**config.mk**
```make
export PLATFORM = sky130hd
export DESIGN_NAME = usb_phy_control_register
export DESIGN_NICKNAME = d
export VERILOG_FILES = /design/src/verilog/usb_phy_ctrl_pkg.sv /design/src/verilog/usb_phy_control_register.sv /design/src/verilog/line_state_filter.sv
export SDC_FILE = /design/constraint.sdc
export NUM_CORES = 1
export LEC_CHECK = 0
export BUFFER_PORTS_ARGS = -buffer_cell sky130_fd_sc_hd__buf_2
export CELL_PAD_IN_SITES_DETAIL_PLACEMENT = 1
export CELL_PAD_IN_SITES_GLOBAL_PLACEMENT = 1
export CORE_AREA = 2 2 130 132
export CTS_BUF_LIST = sky130_fd_sc_hd__clkbuf_16
export CTS_CLUSTER_SIZE = 40
export DETAILED_ROUTE_END_ITERATION = 6
export DIE_AREA = 0 0 132 134
export GPL_TIMING_DRIVEN = 0
export PLACE_DENSITY_LB_ADDON = 0.12
export SYNTH_ARGS = -nofsm -noshare
export SYNTH_HDL_FRONTEND = slang
export SYNTH_SLANG_ARGS = --single-unit
```
**constraint.sdc**
```tcl
create_clock -name I_CLK -period 7.25 [get_ports I_CLK]
set_input_delay 1.45 -clock I_CLK [delete_from_list [all_inputs] [get_ports I_CLK]]
set_output_delay 1.45 -clock I_CLK [all_outputs]
set_load 0.01 [all_outputs]
```
**src/verilog/usb_phy_ctrl_pkg.sv**
```systemverilog
// Package for the USB PHY control register block.
// Assumes a 32-bit AXI4-Lite register bus and a 200 MHz single clock.
package usb_phy_ctrl_pkg;
  localparam int          ADDR_W          = 8;
  localparam int          DATA_W          = 32;
  localparam logic [7:0]  PHY_CTRL_ADDR   = 8'h40;
  localparam logic [7:0]  IRQ_STATUS_ADDR = 8'h44;
  localparam logic [7:0]  IRQ_MASK_ADDR   = 8'h48;
  localparam logic [7:0]  LINE_STAT_ADDR  = 8'h4c;
  localparam int          PD_DIS_BIT      = 18;
  localparam int          RST_WAKE_BIT    = 13;
  localparam int          K_WAKE_BIT      = 12;
  localparam int          DEB_LSB         = 8;
  localparam int          DEB_MSB         = 11;
  localparam int          HW_RESUME_BIT   = 7;
  localparam int          CFG_LSB         = 4;
  localparam int          CFG_MSB         = 6;
  localparam logic [31:0] PHY_CTRL_WMASK  = 32'h0004_3ff0;
  localparam logic [31:0] PHY_CTRL_RESET  = 32'h0000_0000;
  // Line states as seen on the PHY linestate pair.
  localparam logic [1:0]  LS_SE0          = 2'h0;
  localparam logic [1:0]  LS_J            = 2'h1;
  localparam logic [1:0]  LS_K            = 2'h2;
  // Interrupt status bit positions.
  localparam int          IRQ_RST_WAKE    = 0;
  localparam int          IRQ_K_WAKE      = 1;
  localparam int          IRQ_LS_CHANGE   = 2;
  localparam int          IRQ_W           = 3;
  localparam logic [1:0]  RESP_OKAY       = 2'h0;
  localparam logic [1:0]  RESP_SLVERR     = 2'h2;
endpackage

```
**src/verilog/usb_phy_control_register.sv**
```systemverilog
// Top of the USB PHY control register with AXI4-Lite access.
// Assumes a single-master AXI4-Lite bus and line state synchronous to I_CLK.
//
// The AXI4-Lite interface to the registers is this design's own decision.
`timescale 1ns/1ps
`default_nettype none
module usb_phy_control_register (
  input  wire logic                                I_CLK,
  input  wire logic                                I_RST_B,
  input  wire logic [usb_phy_ctrl_pkg::ADDR_W-1:0] I_AWADDR,
  input  wire logic                                I_AWVALID,
  output logic                                     O_AWREADY,
  input  wire logic [usb_phy_ctrl_pkg::DATA_W-1:0] I_WDATA,
  input  wire logic [3:0]                          I_WSTRB,
  input  wire logic                                I_WVALID,
  output logic                                     O_WREADY,
  output logic      [1:0]                          O_BRESP,
  output logic                                     O_BVALID,
  input  wire logic                                I_BREADY,
  input  wire logic [usb_phy_ctrl_pkg::ADDR_W-1:0] I_ARADDR,
  input  wire logic                                I_ARVALID,
  output logic                                     O_ARREADY,
  output logic      [usb_phy_ctrl_pkg::DATA_W-1:0] O_RDATA,
  output logic      [1:0]                          O_RRESP,
  output logic                                     O_RVALID,
  input  wire logic                                I_RREADY,
  input  wire logic [1:0]                          I_LINE_STATE,
  input  wire logic                                I_SUSPENDED,
  output logic                                     O_PULLDOWN_DIS_PORT_EIGHT_A,
  output logic                                     O_PULLDOWN_DIS_PORT_EIGHT_B,
  output logic      [2:0]                          O_PHY_CONFIG_PINS,
  output logic                                     O_HW_RESUME,
  output logic                                     O_IRQ
);
  import usb_phy_ctrl_pkg::*;

  logic [31:0]      ctrl_reg;
  logic [IRQ_W-1:0] irq_status_reg;
  logic [IRQ_W-1:0] irq_mask_reg;
  logic [7:0]       awaddr_reg;
  logic             aw_held_reg;
  logic [31:0]      wdata_reg;
  logic [3:0]       wstrb_reg;
  logic             w_held_reg;
  logic [1:0]       filt;
  logic             filt_change;
  logic             wr_fire;
  logic [31:0]      wr_bits;
  logic [31:0]      wr_mask;
  logic             rst_wake;
  logic             k_wake;
  logic [IRQ_W-1:0] irq_set;
  logic             aw_mapped;
  logic             wr_ctrl;
  logic             wr_status;
  logic             wr_mask_sel;
  logic [31:0]      rd_word;
  logic [1:0]       rd_resp;

  ////////////////////////////////////////////////////////////////////////////
  line_state_filter u_filter (
    .i_clk      (I_CLK),
    .i_rst_b    (I_RST_B),
    .i_log2_len (ctrl_reg[DEB_MSB:DEB_LSB]),
    .i_line     (I_LINE_STATE),
    .o_filt     (filt),
    .o_change   (filt_change)
  );

  ////////////////////////////////////////////////////////////////////////////
  // Write channel: address and data are captured in either order.
  always_ff @(posedge I_CLK or negedge I_RST_B) begin
    if (!I_RST_B) begin
      aw_held_reg <= 1'b0;
      w_held_reg  <= 1'b0;
      awaddr_reg  <= 8'h0;
      wdata_reg   <= 32'h0;
      wstrb_reg   <= 4'h0;
      O_AWREADY   <= 1'b1;
      O_WREADY    <= 1'b1;
      O_BVALID    <= 1'b0;
      O_BRESP     <= RESP_OKAY;
    end else begin
      if (I_AWVALID && O_AWREADY) begin
        awaddr_reg  <= I_AWADDR;
        aw_held_reg <= 1'b1;
        O_AWREADY   <= 1'b0;
      end
      if (I_WVALID && O_WREADY) begin
        wdata_reg  <= I_WDATA;
        wstrb_reg  <= I_WSTRB;
        w_held_reg <= 1'b1;
        O_WREADY   <= 1'b0;
      end
      if (wr_fire) begin
        aw_held_reg <= 1'b0;
        w_held_reg  <= 1'b0;
        O_BVALID    <= 1'b1;
        O_BRESP     <= aw_mapped ? RESP_OKAY : RESP_SLVERR;
      end
      if (O_BVALID && I_BREADY) begin
        O_BVALID  <= 1'b0;
        O_AWREADY <= 1'b1;
        O_WREADY  <= 1'b1;
      end
    end
  end

  assign wr_fire = aw_held_reg && w_held_reg && !O_BVALID;
  assign wr_mask = {{8{wstrb_reg[3]}}, {8{wstrb_reg[2]}}, {8{wstrb_reg[1]}}, {8{wstrb_reg[0]}}};
  assign wr_bits = wr_mask & PHY_CTRL_WMASK;

  // Decoded write targets; the interrupt registers need a strobe on byte zero.
  assign aw_mapped   = awaddr_reg == PHY_CTRL_ADDR || awaddr_reg == IRQ_STATUS_ADDR ||
                       awaddr_reg == IRQ_MASK_ADDR || awaddr_reg == LINE_STAT_ADDR;
  assign wr_ctrl     = wr_fire && awaddr_reg == PHY_CTRL_ADDR;
  assign wr_status   = wr_fire && awaddr_reg == IRQ_STATUS_ADDR && wstrb_reg[0];
  assign wr_mask_sel = wr_fire && awaddr_reg == IRQ_MASK_ADDR && wstrb_reg[0];

  // Wake cause is taken from the filtered line state when hardware resume is on and I_SUSPENDED is high.
  // Only a settled change counts, so chatter shorter than the debounce length
  // never raises a wake flag.
  assign rst_wake = ctrl_reg[HW_RESUME_BIT] && I_SUSPENDED && filt_change && filt == LS_SE0;
  assign k_wake   = ctrl_reg[HW_RESUME_BIT] && I_SUSPENDED && filt_change && filt == LS_K;
  assign irq_set  = {filt_change, k_wake, rst_wake};

  ////////////////////////////////////////////////////////////////////////////
  // Control register; a hardware set wins over a software clear.
  always_ff @(posedge I_CLK or negedge I_RST_B) begin
    if (!I_RST_B) begin
      ctrl_reg <= PHY_CTRL_RESET;
    end else begin
      if (wr_ctrl) begin
        ctrl_reg <= (ctrl_reg & ~wr_bits) | (wdata_reg & wr_bits);
      end
      if (rst_wake) begin
        ctrl_reg[RST_WAKE_BIT] <= 1'b1;
      end
      if (k_wake) begin
        ctrl_reg[K_WAKE_BIT] <= 1'b1;
      end
    end
  end

  ////////////////////////////////////////////////////////////////////////////
  // Interrupt status is write-one-to-clear; set wins over clear.
  always_ff @(posedge I_CLK or negedge I_RST_B) begin
    if (!I_RST_B) begin
      irq_status_reg <= '0;
      irq_mask_reg   <= '0;
      O_IRQ          <= 1'b0;
    end else begin
      if (wr_mask_sel) begin
        irq_mask_reg <= wdata_reg[IRQ_W-1:0];
      end
      if (wr_status) begin
        irq_status_reg <= (irq_status_reg & ~wdata_reg[IRQ_W-1:0]) | irq_set;
      end else begin
        irq_status_reg <= irq_status_reg | irq_set;
      end
      // The pin follows the status one clock later, so a clear reaches it a clock late.
      O_IRQ <= |(irq_status_reg & irq_mask_reg);
    end
  end

  ////////////////////////////////////////////////////////////////////////////
  // Pin outputs registered from the control register.
  always_ff @(posedge I_CLK or negedge I_RST_B) begin
    if (!I_RST_B) begin
      O_PULLDOWN_DIS_PORT_EIGHT_A <= 1'b0;
      O_PULLDOWN_DIS_PORT_EIGHT_B <= 1'b0;
      O_PHY_CONFIG_PINS           <= 3'h0;
      O_HW_RESUME                 <= 1'b0;
    end else begin
      O_PULLDOWN_DIS_PORT_EIGHT_A <= ctrl_reg[PD_DIS_BIT];
      O_PULLDOWN_DIS_PORT_EIGHT_B <= ctrl_reg[PD_DIS_BIT];
      O_PHY_CONFIG_PINS           <= ctrl_reg[CFG_MSB:CFG_LSB];
      O_HW_RESUME                 <= ctrl_reg[HW_RESUME_BIT];
    end
  end

  ////////////////////////////////////////////////////////////////////////////
  // Read word selected from the bus address; unmapped reads give zero.
  always_comb begin
    rd_word = 32'h0;
    rd_resp = RESP_OKAY;
    case (I_ARADDR)
      PHY_CTRL_ADDR:   rd_word = ctrl_reg & PHY_CTRL_WMASK;
      IRQ_STATUS_ADDR: rd_word = {29'h0, irq_status_reg};
      IRQ_MASK_ADDR:   rd_word = {29'h0, irq_mask_reg};
      LINE_STAT_ADDR:  rd_word = {30'h0, filt};
      default:         rd_resp = RESP_SLVERR;
    endcase
  end

  ////////////////////////////////////////////////////////////////////////////
  // Read channel: one read at a time, answered the cycle after the address.
  always_ff @(posedge I_CLK or negedge I_RST_B) begin
    if (!I_RST_B) begin
      O_ARREADY <= 1'b1;
      O_RVALID  <= 1'b0;
      O_RDATA   <= 32'h0;
      O_RRESP   <= RESP_OKAY;
    end else begin
      if (I_ARVALID && O_ARREADY) begin
        O_ARREADY <= 1'b0;
        O_RVALID  <= 1'b1;
        O_RDATA   <= rd_word;
        O_RRESP   <= rd_resp;
      end else if (O_RVALID && I_RREADY) begin
        O_RVALID  <= 1'b0;
        O_ARREADY <= 1'b1;
      end
    end
  end
endmodule
`default_nettype wire

```
**src/verilog/line_state_filter.sv**
```systemverilog
// Debounce filter for the two-bit PHY line state.
// Assumes line state is synchronous to the clock.
`timescale 1ns/1ps
`default_nettype none
module line_state_filter (
  input  wire logic       i_clk,
  input  wire logic       i_rst_b,
  input  wire logic [3:0] i_log2_len,
  input  wire logic [1:0] i_line,
  output logic      [1:0] o_filt,
  output logic            o_change
);
  import usb_phy_ctrl_pkg::*;

  logic [15:0] cnt_reg;
  logic [1:0]  cand_reg;
  logic [16:0] limit;

  assign limit = 17'h1 << i_log2_len;

  // A new state must hold for 2^len clocks before it is passed on.
  always_ff @(posedge i_clk or negedge i_rst_b) begin
    if (!i_rst_b) begin
      cnt_reg  <= 16'h0;
      cand_reg <= LS_J;
      o_filt   <= LS_J;
      o_change <= 1'b0;
    end else begin
      o_change <= 1'b0;
      if (i_line != cand_reg) begin
        cand_reg <= i_line;
        cnt_reg  <= 16'h1;
        // A length of one clock passes the very first sample of a new state.
        if (i_log2_len == 4'h0 && i_line != o_filt) begin
          o_filt   <= i_line;
          o_change <= 1'b1;
        end
      end else if (cand_reg != o_filt) begin
        if ({1'b0, cnt_reg} >= limit - 17'h1) begin
          o_filt   <= cand_reg;
          o_change <= 1'b1;
        end else begin
          cnt_reg <= cnt_reg + 16'h1;
        end
      end
    end
  end
endmodule
`default_nettype wire

```
---- After elaboration in Yosys (flattened, before gate mapping) ----
Cells that the tools add are included.
operators by class
  add/sub/neg operators ................... 2
  multiply operators ...................... 0
  div/mod/pow operators ................... 0
  magnitude comparators ................... 1
  equality and inequality tests ........... 14
  shifts and indexed selects .............. 1
  muxes and demuxes ....................... 32
  bitwise operators ....................... 9
  reductions and logical operators ........ 37
operator list
  operator               number
  $pmux 19 s4            1
  $eq 8x7->1 const B     8
  $mux 16                3
  $and 32x19->32         1
  $and 32x32->32         1
  $not 19->32            1
  $or 32x32->32          1
  $mux 1                 20
  $reduce_bool 2->1      10
  $ge 16x17->1           1
  $logic_and 1x1->1      17
  $shl 1x4->17 const A   1
  $sub 17x1->17 const B  1
  $add 16x1->16 const B  1
  $mux 14                1
  $mux 2                 6
  $and 3x3->3            2
  $ne 2x2->1             3
  $or 3x3->3             2
  $logic_not 4->1        1
  $reduce_or 4->1        1
  $logic_or 1x1->1       3
  $mux 3                 1
  $not 3->3              1
  other kinds (8)        8
word-level totals
  bits in registers ....................... 151
  bits in latches ......................... 0
  RAM bits ................................ 0
  memory bits (read-only) ................. 0
  bits of input ports ..................... 62
  word-level logic and storage cells ...... 122
  memories kept ........................... 0

---- Logic depth before layout (Yosys ltp) ----
Gate-level depths: netlist (run 1).
  depth in word-level cells ............... 6
  gate-level depth with buffers ........... 18
  gate-level depth less buffers ........... 14

---- By module ----
Synthesis (run 1) repeated with hierarchy kept, for this count alone.
second synthesis, totals
  cells, all modules ...................... 405
  area total of the unflattened synthesis .. 4,605.7 µm²
by module, submodules not included
  module                    times used  cells an instance  area each (µm²)  seq. area each (µm²)
  usb_phy_control_register  1           219                2,967.8          1,780.5
  line_state_filter         1           186                1,637.8          528.0

---- Least setup slack after synthesis (run 1) ----
Ideal clock, no wire load.
  kind .................................... reg-to-reg
  start point ............................. register with a tool-made name
  end point ............................... register u_filter.cnt_reg[7]
  setup time .............................. 0.066 ns
  arrival time ............................ 3.230 ns
  required time ........................... 7.184 ns
  setup slack ............................. 3.954 ns
  cell stages (with the launch flop) ...... 18
  path through ............................ dfrtp_1 -> buf_2 -> nor3_1 -> nand2_1 -> ha_1 -> clkbuf_1 -> nor2_1 -> mux2i_1 -> o31a_1 -> ha_1 -> nand2_1 -> o21ai_0 -> nand2_1 -> a41oi_1 -> buf_2 -> buf_1 -> o211ai_1 -> nand2_1
RTL lines
  element               line                     text
  end signal, assigned  line_state_filter.sv:43  cnt_reg <= cnt_reg + 16'h1;
  end, declared         line_state_filter.sv:15  logic [15:0] cnt_reg;

==> results of run 1 <==
[power by group through the flow]
stage	logic, mW	registers, mW	clock network [mW]
3_5_place_dp	0.386	0.713	0
4_1_cts	0.387	0.703	0.481
6_report	0.377	0.701	0.459
3_3_place_gp	0.372	0.707	0
5_1_grt	0.426	0.719	0.499
2_1_floorplan	0.269	0.697	0
[metal layers]
layer	part of all wire, %	vias to the layer above	wire length [um]	track usage (%)
met3	4.9	21	566	4.50
li1	-	1674	-	-
met4	1.9	2	215	4.71
met1	44	1726	5060	16.8
met2	50	62	5750	23.7
met5	0.095	-	11	0
[synthesized netlist by cell type (2+ instances only)]
cell	number	area [um^2]
a21boi_0	4	30.0
a21o_1	3	22.5
a21oi_1	17	85.1
a22o_1	12	105
a22oi_1	2	15.0
and2_1	4	25.0
and3_1	4	25.0
and4_1	2	17.5
buf_1	2	7.51
buf_2	3	15.0
buf_4	21	158
clkbuf_1	16	60.1
conb_1	2	7.51
dfrtp_1	87	2180
dfstp_2	5	131
ha_1	18	225
inv_1	16	60.1
mux2_2	42	473
mux2i_1	5	50.1
nand2_1	41	154
nand3_1	12	60.1
nand3b_1	4	30.0
nand4_1	6	37.5
nor2_1	8	30.0
nor3_1	6	30.0
o211ai_1	12	90.1
o21a_1	2	15.0
o21ai_0	16	80.1
or4_1	14	105
xnor2_1	7	61.3
[stage by stage]
| stage | setup WS [ns] | util (%) |
|---|---|---|
| after floorplan | 3.95 | - |
| after global placement | 2.98 | 32.7 |
| after detailed placement | 3.00 | 32.9 |
| after CTS | 2.96 | 34.6 |
| after global routing | 2.49 | 34.6 |
| final | 3.01 | 34.7 |
[logic make-up after synthesis]
logic type                 share of synthesized area (%)
muxes                                               11.3
xor gates and xnor gates                            1.32
buffers and inverters                               6.48
and+or+nand+nor                                     14.0
adders and majority gates                           4.86
DFF                                                 49.9
AOI/OAI and AO/OA                                   12.0
other                                              0.162
[worst max-delay path, stage by stage, from the launching register on]
cell and delay, ns:
dfrtp_1 0.32, buf_2 0.20, clkbuf_1 0.41, nand3b_1 0.18, ha_1 0.20, clkbuf_1 0.31
inv_1 0.19, o21ai_0 0.22, a21oi_1 0.10, ha_1 0.32, nand4_1 0.09, nor2_1 0.16
o311ai_1 0.14, a41oi_1 0.38, buf_2 0.30, buf_1 0.39, o211ai_1 0.18, nand2_1 0.09
[area by class of cell]
type	instances	share of cell area, %
multi-input combinational	286	37.1
tap	220	4.87
timing repair buffer	71	6.73
buffer	42	4.25
inverter	16	1.06
clock buffer	9	3.99
clock inverter	7	1.06
sequential	92	40.9
antenna	2	0.0886
[final timing paths]
check | end | slack (ns) | cells past startpoint
max | u_filter.cnt_reg[14] | 3.01 | 17
min reg2reg | O_PHY_CONFIG_PINS[0] | 0.41 | 0
min | O_PHY_CONFIG_PINS[0] | 0.41 | 0
max in group asynchronous | O_WREADY | 5.54 | 2
max reg2reg | u_filter.cnt_reg[14] | 3.01 | 17
min in group asynchronous | u_filter.cnt_reg[12] | 1.02 | 1
==> impl_metrics.toml, run 1 <==
[power]
internal-power_mw = 1.04
power.density_nw_per_um2 = 272
combinationalPowerShare_pct = 24.5
ir_drop_mv = 0.142
clkPwrFrac_pct = 29.8
leakage_nw = 2.71
power.share.switching_pct = 32.4
seqPwrFrac_pct = 45.6
total_power_mw = 1.54
p_switching_mw = 0.498

[worst_setup_path]
crit_required_ns = 7.54
crit_fanout = 10
arrival_ns = 4.53
crit_path_start_kind = "flip-flop"
critical_path_class = "reg2reg"
critPathCaptureType = "flip-flop"

[clock_tree]
clock_sinks = 92
ctsRootBufferMaster = "clkbuf_16"
cts_buffers = 9
cts_tree = "built"
postCtsHoldBufs = 0
h-tree-depth = 3
clk_pin_slew_worst_paths_ns = 0.07
cts_resized = 0
cts_setup_buffers = 0
clk_latency_ns = 0.35
clock_path_buffers = 2

[synthesis]
yosysSeqAreaShare_pct = 49.9
yosysWarnings = 0
synth_cell_types = 54
yosys_most_used_dff = "dfrtp_1"
synth_seq_cells = 92
synth-edff-count = 0
syn_inst = 417
postSynthAreaPerCell_um2 = 11.1
syn_area_um2 = 4630
synthArstFlopShare_pct = 100

[sta]
setup_tns_ns = 0
timing.fmax_ghz = 0.236
worst-slew-pin-transition_ns = 0.593
fin_crit_sh_pct = 58.5
hold-worst-slack_ns = 0.407
slew_headroom_pct = 60.5
setup_viol = 0
rsz0062_at_grt = "no"
hold_violations = 0
period_needed_ns = 4.24
drv_slew = 0
skew_ns = 0.00656

[drt]
vias = 3485
drt_wl_total_um = 11600
wl_per_cell_um = 15.6
postRouteAntennaNets = 0
drcViolationCount = 0
via_per_inst = 4.68
drtIter0Drc = 135
first_pass_iters = 4

[final_layout]
multi_input_area_um2 = 2090
largest_reg_flops = 16
final_common_cell = "dfrtp_1"
drive_gt1_share_pct = 31.5
area.sequential_um2 = 2310
final_cell_mix = "dfrtp_1 (87), buf_2 (72), mux2_2 (42)"
n_fill_cell = 1884
syn_to_final_growth_pct = 22.0
stdcell_area_um2 = 5650
nets = 598
finalNonFillerCells = 745

[global_routing]
overflow = 0
grt_use_total_pct = 14.0
grt_pass1_wl_um = 19300
antenna_found_initial = 2
grt_pass1_vias = 3679
grt_max_degree = 67

[die]
core_um2 = 16300
start_util_pct = 28.4
dieWidth_um = 132
die_h_um = 134
ios = 110
dieArea_um2 = 17700
num_rows = 47

[job]
cap_violations = 0

[placement]
dpl_cell_area_um2 = 5360
hpwlAfterDp_um = 8830
place_inst = 727
io_buffer_count = 70
gp_congestion = 0.755

[min_path]
hp-class = "reg2reg"

[run_status]
status = "complete, no violations"
No activity file was read; power rests on OpenSTA's default activity.
==> run 2, diff against run 1 <==
Clock period 7.25 ns to 4.42 ns, I/O delays scaled along.
==> run 2 against run 1 <==
Effect of this change: clock-buffer cell count is the same; wire length is essentially flat; worst hold slack is essentially flat; largest power group unchanged; non-clock buffer count shrank 1.
==> impl_metrics.toml, run 2 (same netlist as run 1, synthesis figures left out) <==
[sta]
slew_headroom_pct = 60.5
period_needed_ns = 3.91
worst-slew-pin-transition_ns = 0.593
final.setup.worst_slack_ns = 0.508
skew_ns = 0.00658
timing.fmax_ghz = 0.256
rsz0062_at_grt = "no"
setup_viol = 0
drv_slew = 0
hold_violations = 0
fin_crit_sh_pct = 88.5
setup_tns_ns = 0

[power]
internal-power_mw = 1.70
combinationalPowerShare_pct = 24.4
seqPwrFrac_pct = 45.7
p_switching_mw = 0.816
ir_drop_mv = 0.232
leakage_nw = 2.71
clkPwrFrac_pct = 30.0
power.share.switching_pct = 32.4
power.density_nw_per_um2 = 446

[final_layout]
final_util_pct = 34.7
final_common_cell = "dfrtp_1"
n_fill_cell = 1885
drive_gt1_share_pct = 32.0
finalNonFillerCells = 744
nets = 597
final_cell_mix = "dfrtp_1 (87), buf_2 (72), mux2_2 (42)"
stdcell_area_um2 = 5650
largest_reg_flops = 16
syn_to_final_growth_pct = 22.0

[clock_tree]
clk_latency_ns = 0.35
cts_tree = "built"
cts_buffers = 9
h-tree-depth = 3
ctsRootBufferMaster = "clkbuf_16"
clock_sinks = 92
cts_setup_buffers = 0
clock_path_buffers = 2
clk_pin_slew_worst_paths_ns = 0.07

[drt]
wl_met2_um = 5740
highest_layer = "met5"
via_per_inst = 4.71
drtIter0Drc = 117
postRouteAntennaNets = 0
drt_wl_total_um = 11600
drt-met1-wl_um = 5080
drcViolationCount = 0
first_pass_iters = 4
vias = 3503
dr_wl_met3_um = 541
wl_per_cell_um = 15.6

[worst_setup_path]
arrival_ns = 4.19
crit_path_start_kind = "flip-flop"
regToRegEndpoint = "u_filter.cnt_reg[9]"
ff2ff_path_depth = 14
critPathCaptureType = "flip-flop"
critical_path_class = "reg2reg"
crit_fanout = 10
r2r_setup_slack_ns = 0.51
crit_required_ns = 4.69

[placement]
hpwlAfterDp_um = 8830
dpl_cell_area_um2 = 5360
place_inst = 727
io_buffer_count = 70
pre_cts_slack_ns = 0.167
gp_congestion = 0.755

[min_path]
holdPathStages = 0
hp-class = "reg2reg"
worst_hold_path.endpoint = "O_PHY_CONFIG_PINS[0]"

[job]
cap_violations = 0

[die]
dieArea_um2 = 17700
start_util_pct = 28.4
core_um2 = 16300
ios = 110
num_rows = 47
dieWidth_um = 132
die_h_um = 134

[global_routing]
grt_pass1_wl_um = 19300
grt_pass1_vias = 3679
grt_max_degree = 67
antenna_found_initial = 2
overflow = 0
grt_use_total_pct = 14.0

[run_status]
status = "complete, no violations"
[run 2: per-stage QoR]
step	power [mW]	hold slack (ns)
after floorplan	1.58	0.370
after global placement	1.77	0.384
after detailed placement	1.80	0.389
after CTS	2.58	0.405
after global routing	2.70	0.413
final	2.52	0.407
[run 2: power by group through the flow]
stage	clock network [mW]	registers (mW)	logic [mW]
after floorplan	0	1.14	0.441
after global placement	0	1.16	0.611
after detailed placement	0	1.17	0.633
after CTS	0.789	1.15	0.635
after global routing	0.819	1.18	0.696
final	0.754	1.15	0.614
[run 2: worst max-delay path by stage]
| stage | depth (start not counted) | slack [ns] | end |
|---|---|---|---|
| 2_1_floorplan | 17 | 1.12 | u_filter.cnt_reg[7] |
| 3_3_place_gp | 18 | 0.15 | u_filter.cnt_reg[5] |
| 3_5_place_dp | 18 | 0.17 | u_filter.cnt_reg[14] |
| 4_1_cts | 18 | 0.13 | u_filter.cnt_reg[14] |
| 5_1_grt | 17 | 0.08 | u_filter.cnt_reg[1] |
| 6_report | 14 | 0.51 | u_filter.cnt_reg[9] |
[run 2: final cells by class]
type / count / area (um^2) / area share (%)
flip-flops and latches: 92 / 2310 / 40.9
repair buffers: 71 / 380 / 6.73
clock inverters: 7 / 60.1 / 1.06
multi-input cells: 286 / 2100 / 37.1
inverters: 16 / 60.1 / 1.06
clock buffers: 9 / 225 / 3.99
plain buffers: 41 / 238 / 4.21
well taps: 220 / 275 / 4.87
diodes: 2 / 5.00 / 0.0886
[run 2: layer usage]
layer  vias to the layer above  track usage, %
met3                        20            4.50
met2                        57            23.7
met4                         2            4.71
met5                         -               0
met1                      1751            16.8
li1                       1673               -
[run 2: what timing repair did]
item                                    in CTS  in global routing
endpoints found under the hold margin        0                  0
hold buffers                                 0                  0
endpoints found under the setup margin       0                 13
gates resized for setup                      0                  3
[run 2: critical path: stages (launching register included)]
cell and delay [ns]:
dfrtp_1 0.35, buf_2 0.18, nor3_2 0.26, nand2_1 0.18, ha_1 0.25, clkbuf_1 0.21
mux2_2 0.31, a21oi_1 0.19, ha_1 0.27, a21boi_0 0.13, o311ai_1 0.32, a41oi_1 0.27
clkbuf_1 0.31, or4_1 0.52, o21ai_0 0.09
==> run 3, diff against run 2 <==
Settings changed: ABC_AREA set to 1, CORE_AREA 2 2 130 132 to 2 2 135 137, DIE_AREA 0 0 132 134 to 0 0 137 139.
==> run 3 against run 2 <==
Effect of this change: via count up 20%; global-route usage is 1.2 points higher; critical path depth is 9 higher; non-clock buffer count down 4; core utilization fell by 0.45 points; critical path type unchanged; critical endpoint is now u_filter.cnt_reg[14].
==> impl_metrics.toml, run 3 <==
[run_status]
status = "complete, no violations"

[drt]
wl_met2_um = 6600
first_pass_iters = 4
highest_layer = "met4"
drcViolationCount = 0
postRouteAntennaNets = 0
drt_wl_total_um = 13500
drtIter0Drc = 164
drt-met1-wl_um = 6320
wl_per_cell_um = 14.0
via_per_inst = 4.35
dr_wl_met3_um = 392
vias = 4193

[synthesis]
syn_area_um2 = 5000
synth_top_area_share_pct = 43.6
yosysTopAreaCell = "dfrtp_1"
postSynthAreaPerCell_um2 = 7.97
netlist_top_cells_area = "dfrtp_1 (44%), nand2_1 (15%), inv_1 (5.3%), ha_1 (4.5%), o21ai_0 (4.5%)"
synth_seq_cells = 92
synth_common_cells = "nand2_1 (196), dfrtp_1 (87), inv_1 (71)"
synth-edff-count = 0
synth_cell_types = 39
synthArstFlopShare_pct = 100
syn_inst = 627
yosysSeqAreaShare_pct = 46.2
yosys_most_used_dff = "dfrtp_1"
yosysWarnings = 0
yosysMostFrequentCell = "nand2_1"

[worst_setup_path]
arrival_ns = 4.05
critical_path.slowest_cell = "dfrtp_1"
crit_chain = "buf_4 > nor2_1 > inv_1 > nor3_1 > inv_1 > ha_1 > nand2_1 > nor2_1 > inv_1 > nor2_1 > xor2_1 > ha_1 > nand2_1 > nor2_1 > inv_1 > nor2_1 > nand2_1 > nand4_2 > nand2_4 > nand2_4 > buf_6 > nand2_1 > nand2_1"
critPathCaptureType = "flip-flop"
crit_required_ns = 4.71
slowest_delay_ns = 0.36
crit_path_start_kind = "flip-flop"
critical_path_class = "reg2reg"
crit_fanout = 10

[die]
core_um2 = 17700
num_rows = 49
start_util_pct = 28.3
dieWidth_um = 137
ios = 110
dieArea_um2 = 19000
die_h_um = 139

[power]
ir_drop_mv = 0.224
leakage_nw = 3.16
power.density_nw_per_um2 = 526

[clock_tree]
cts_setup_buffers = 0
cts_buffers = 9
clock_path_buffers = 2
clock_sinks = 92
cts_tree = "built"
h-tree-depth = 3
clk_latency_ns = 0.35
postCtsHoldBufs = 0
cts_resized = 0
clk_pin_slew_worst_paths_ns = 0.07
ctsRootBufferMaster = "clkbuf_16"

[sta]
worst-slew-pin-transition_ns = 0.647
setup_viol = 0
slew_headroom_pct = 56.9
setup_tns_ns = 0
fin_crit_sh_pct = 85.1
drv_slew = 0
skew_ns = 0.00840
timing.fmax_ghz = 0.266
hold_violations = 0
rsz0062_at_grt = "no"
hold-worst-slack_ns = 0.403
period_needed_ns = 3.76

[final_layout]
n_fill_cell = 2194
drive_gt1_share_pct = 18.7
largest_reg_flops = 16
multi_input_area_um2 = 2240
syn_to_final_growth_pct = 20.9
area.sequential_um2 = 2310
final_cell_mix = "nand2_1 (196), dfrtp_1 (87), inv_1 (72)"
final_common_cell = "nand2_1"
nets = 808

[global_routing]
antenna_found_initial = 1
grt_use_total_pct = 15.2
grt_pass1_vias = 4466
overflow = 0
grt_max_degree = 68
grt_pass1_wl_um = 22700

[placement]
io_buffer_count = 70
hpwlAfterDp_um = 10500
gp_congestion = 0.784

[min_path]
hp-class = "reg2reg"

[job]
cap_violations = 0
[run 3: changes by cell type after synthesis, sizes merged, moves of 9 or more]
cell	previous run	this run
or4	14	0
nor2	8	49
xor2	0	15
nand3	13	37
o211ai	12	3
inv	16	73
o21ai	16	45
a22o	12	0
nand2	42	199
mux2	42	4
[run 3: routing by layer]
metal | vias to the layer above | track usage (%)
met4 | 0 | 4.56
met5 | - | 0
met3 | 12 | 2.78
met2 | 57 | 25.5
met1 | 1974 | 19.7
li1 | 2150 | -
[run 3: cells by family (layout without fill, tap and decap cells)]
family / count (synthesis) / in the layout / share of synthesized area (%)
simple gates: 319 / 319 / 27.6
buf+inv: 110 / 197 / 10.5
fa+ha+maj: 18 / 18 / 4.51
other cells: 2 / 23 / 0.150
compound gates: 63 / 63 / 6.88
mux: 4 / 4 / 0.901
xor+xnor: 19 / 19 / 3.33
flops: 92 / 92 / 46.2
[run 3: metrics by stage]
step / util, % / worst slack (ns) / power (mW) / cells / area, um^2
after floorplan: - / 1.37 / 2.04 / 646 / 5070
after global placement: 32.3 / 0.671 / 2.37 / 945 / 5710
after detailed placement: 32.5 / 0.590 / 2.41 / 946 / 5740
after CTS: 34.2 / 0.580 / 3.25 / 962 / 6040
after global routing: 34.2 / 0.200 / 3.47 / 962 / 6040
final: 34.2 / 0.657 / 3.18 / 964 / 6040
[run 3: layout make-up]
| class | count | area share (%) |
|---|---|---|
| Inverter | 73 | 4.53 |
| Timing Repair Buffer | 71 | 6.29 |
| Buffer | 37 | 4.12 |
| Tap cell | 229 | 4.74 |
| Clock buffer | 9 | 3.73 |
| Multi-Input combinational cell | 444 | 37.0 |
| Antenna cell | 2 | 0.0828 |
| Sequential cell | 92 | 38.2 |
| Clock inverter | 7 | 1.28 |
[run 3: report_power, final]
part           internal, mW  leakage, nW  switching (mW)
registers              1.06         1.17           0.133
logic                 0.432         1.84           0.752
clock network         0.444        0.145           0.360
total                  1.94         3.16            1.25
[run 3: final timing paths]
kind	end	slack [ns]	cells past startpoint
max reg2reg	u_filter.cnt_reg[14]	0.66	23
min	O_PHY_CONFIG_PINS[2]	0.40	0
max	u_filter.cnt_reg[14]	0.66	23
max in group asynchronous	O_ARREADY	3.28	2
min reg2reg	O_PHY_CONFIG_PINS[2]	0.40	0
min in group asynchronous	awaddr_reg[4]	0.44	1
[run 3: critical path: cells and delay by family (launching register included)]
kind,cells,cell delay (ns)
xor gates and xnor gates,1,0.15
adders and majority gates,2,0.61
buffers and inverters,6,0.66
DFF,1,0.36
and+or+nand+nor,14,1.90
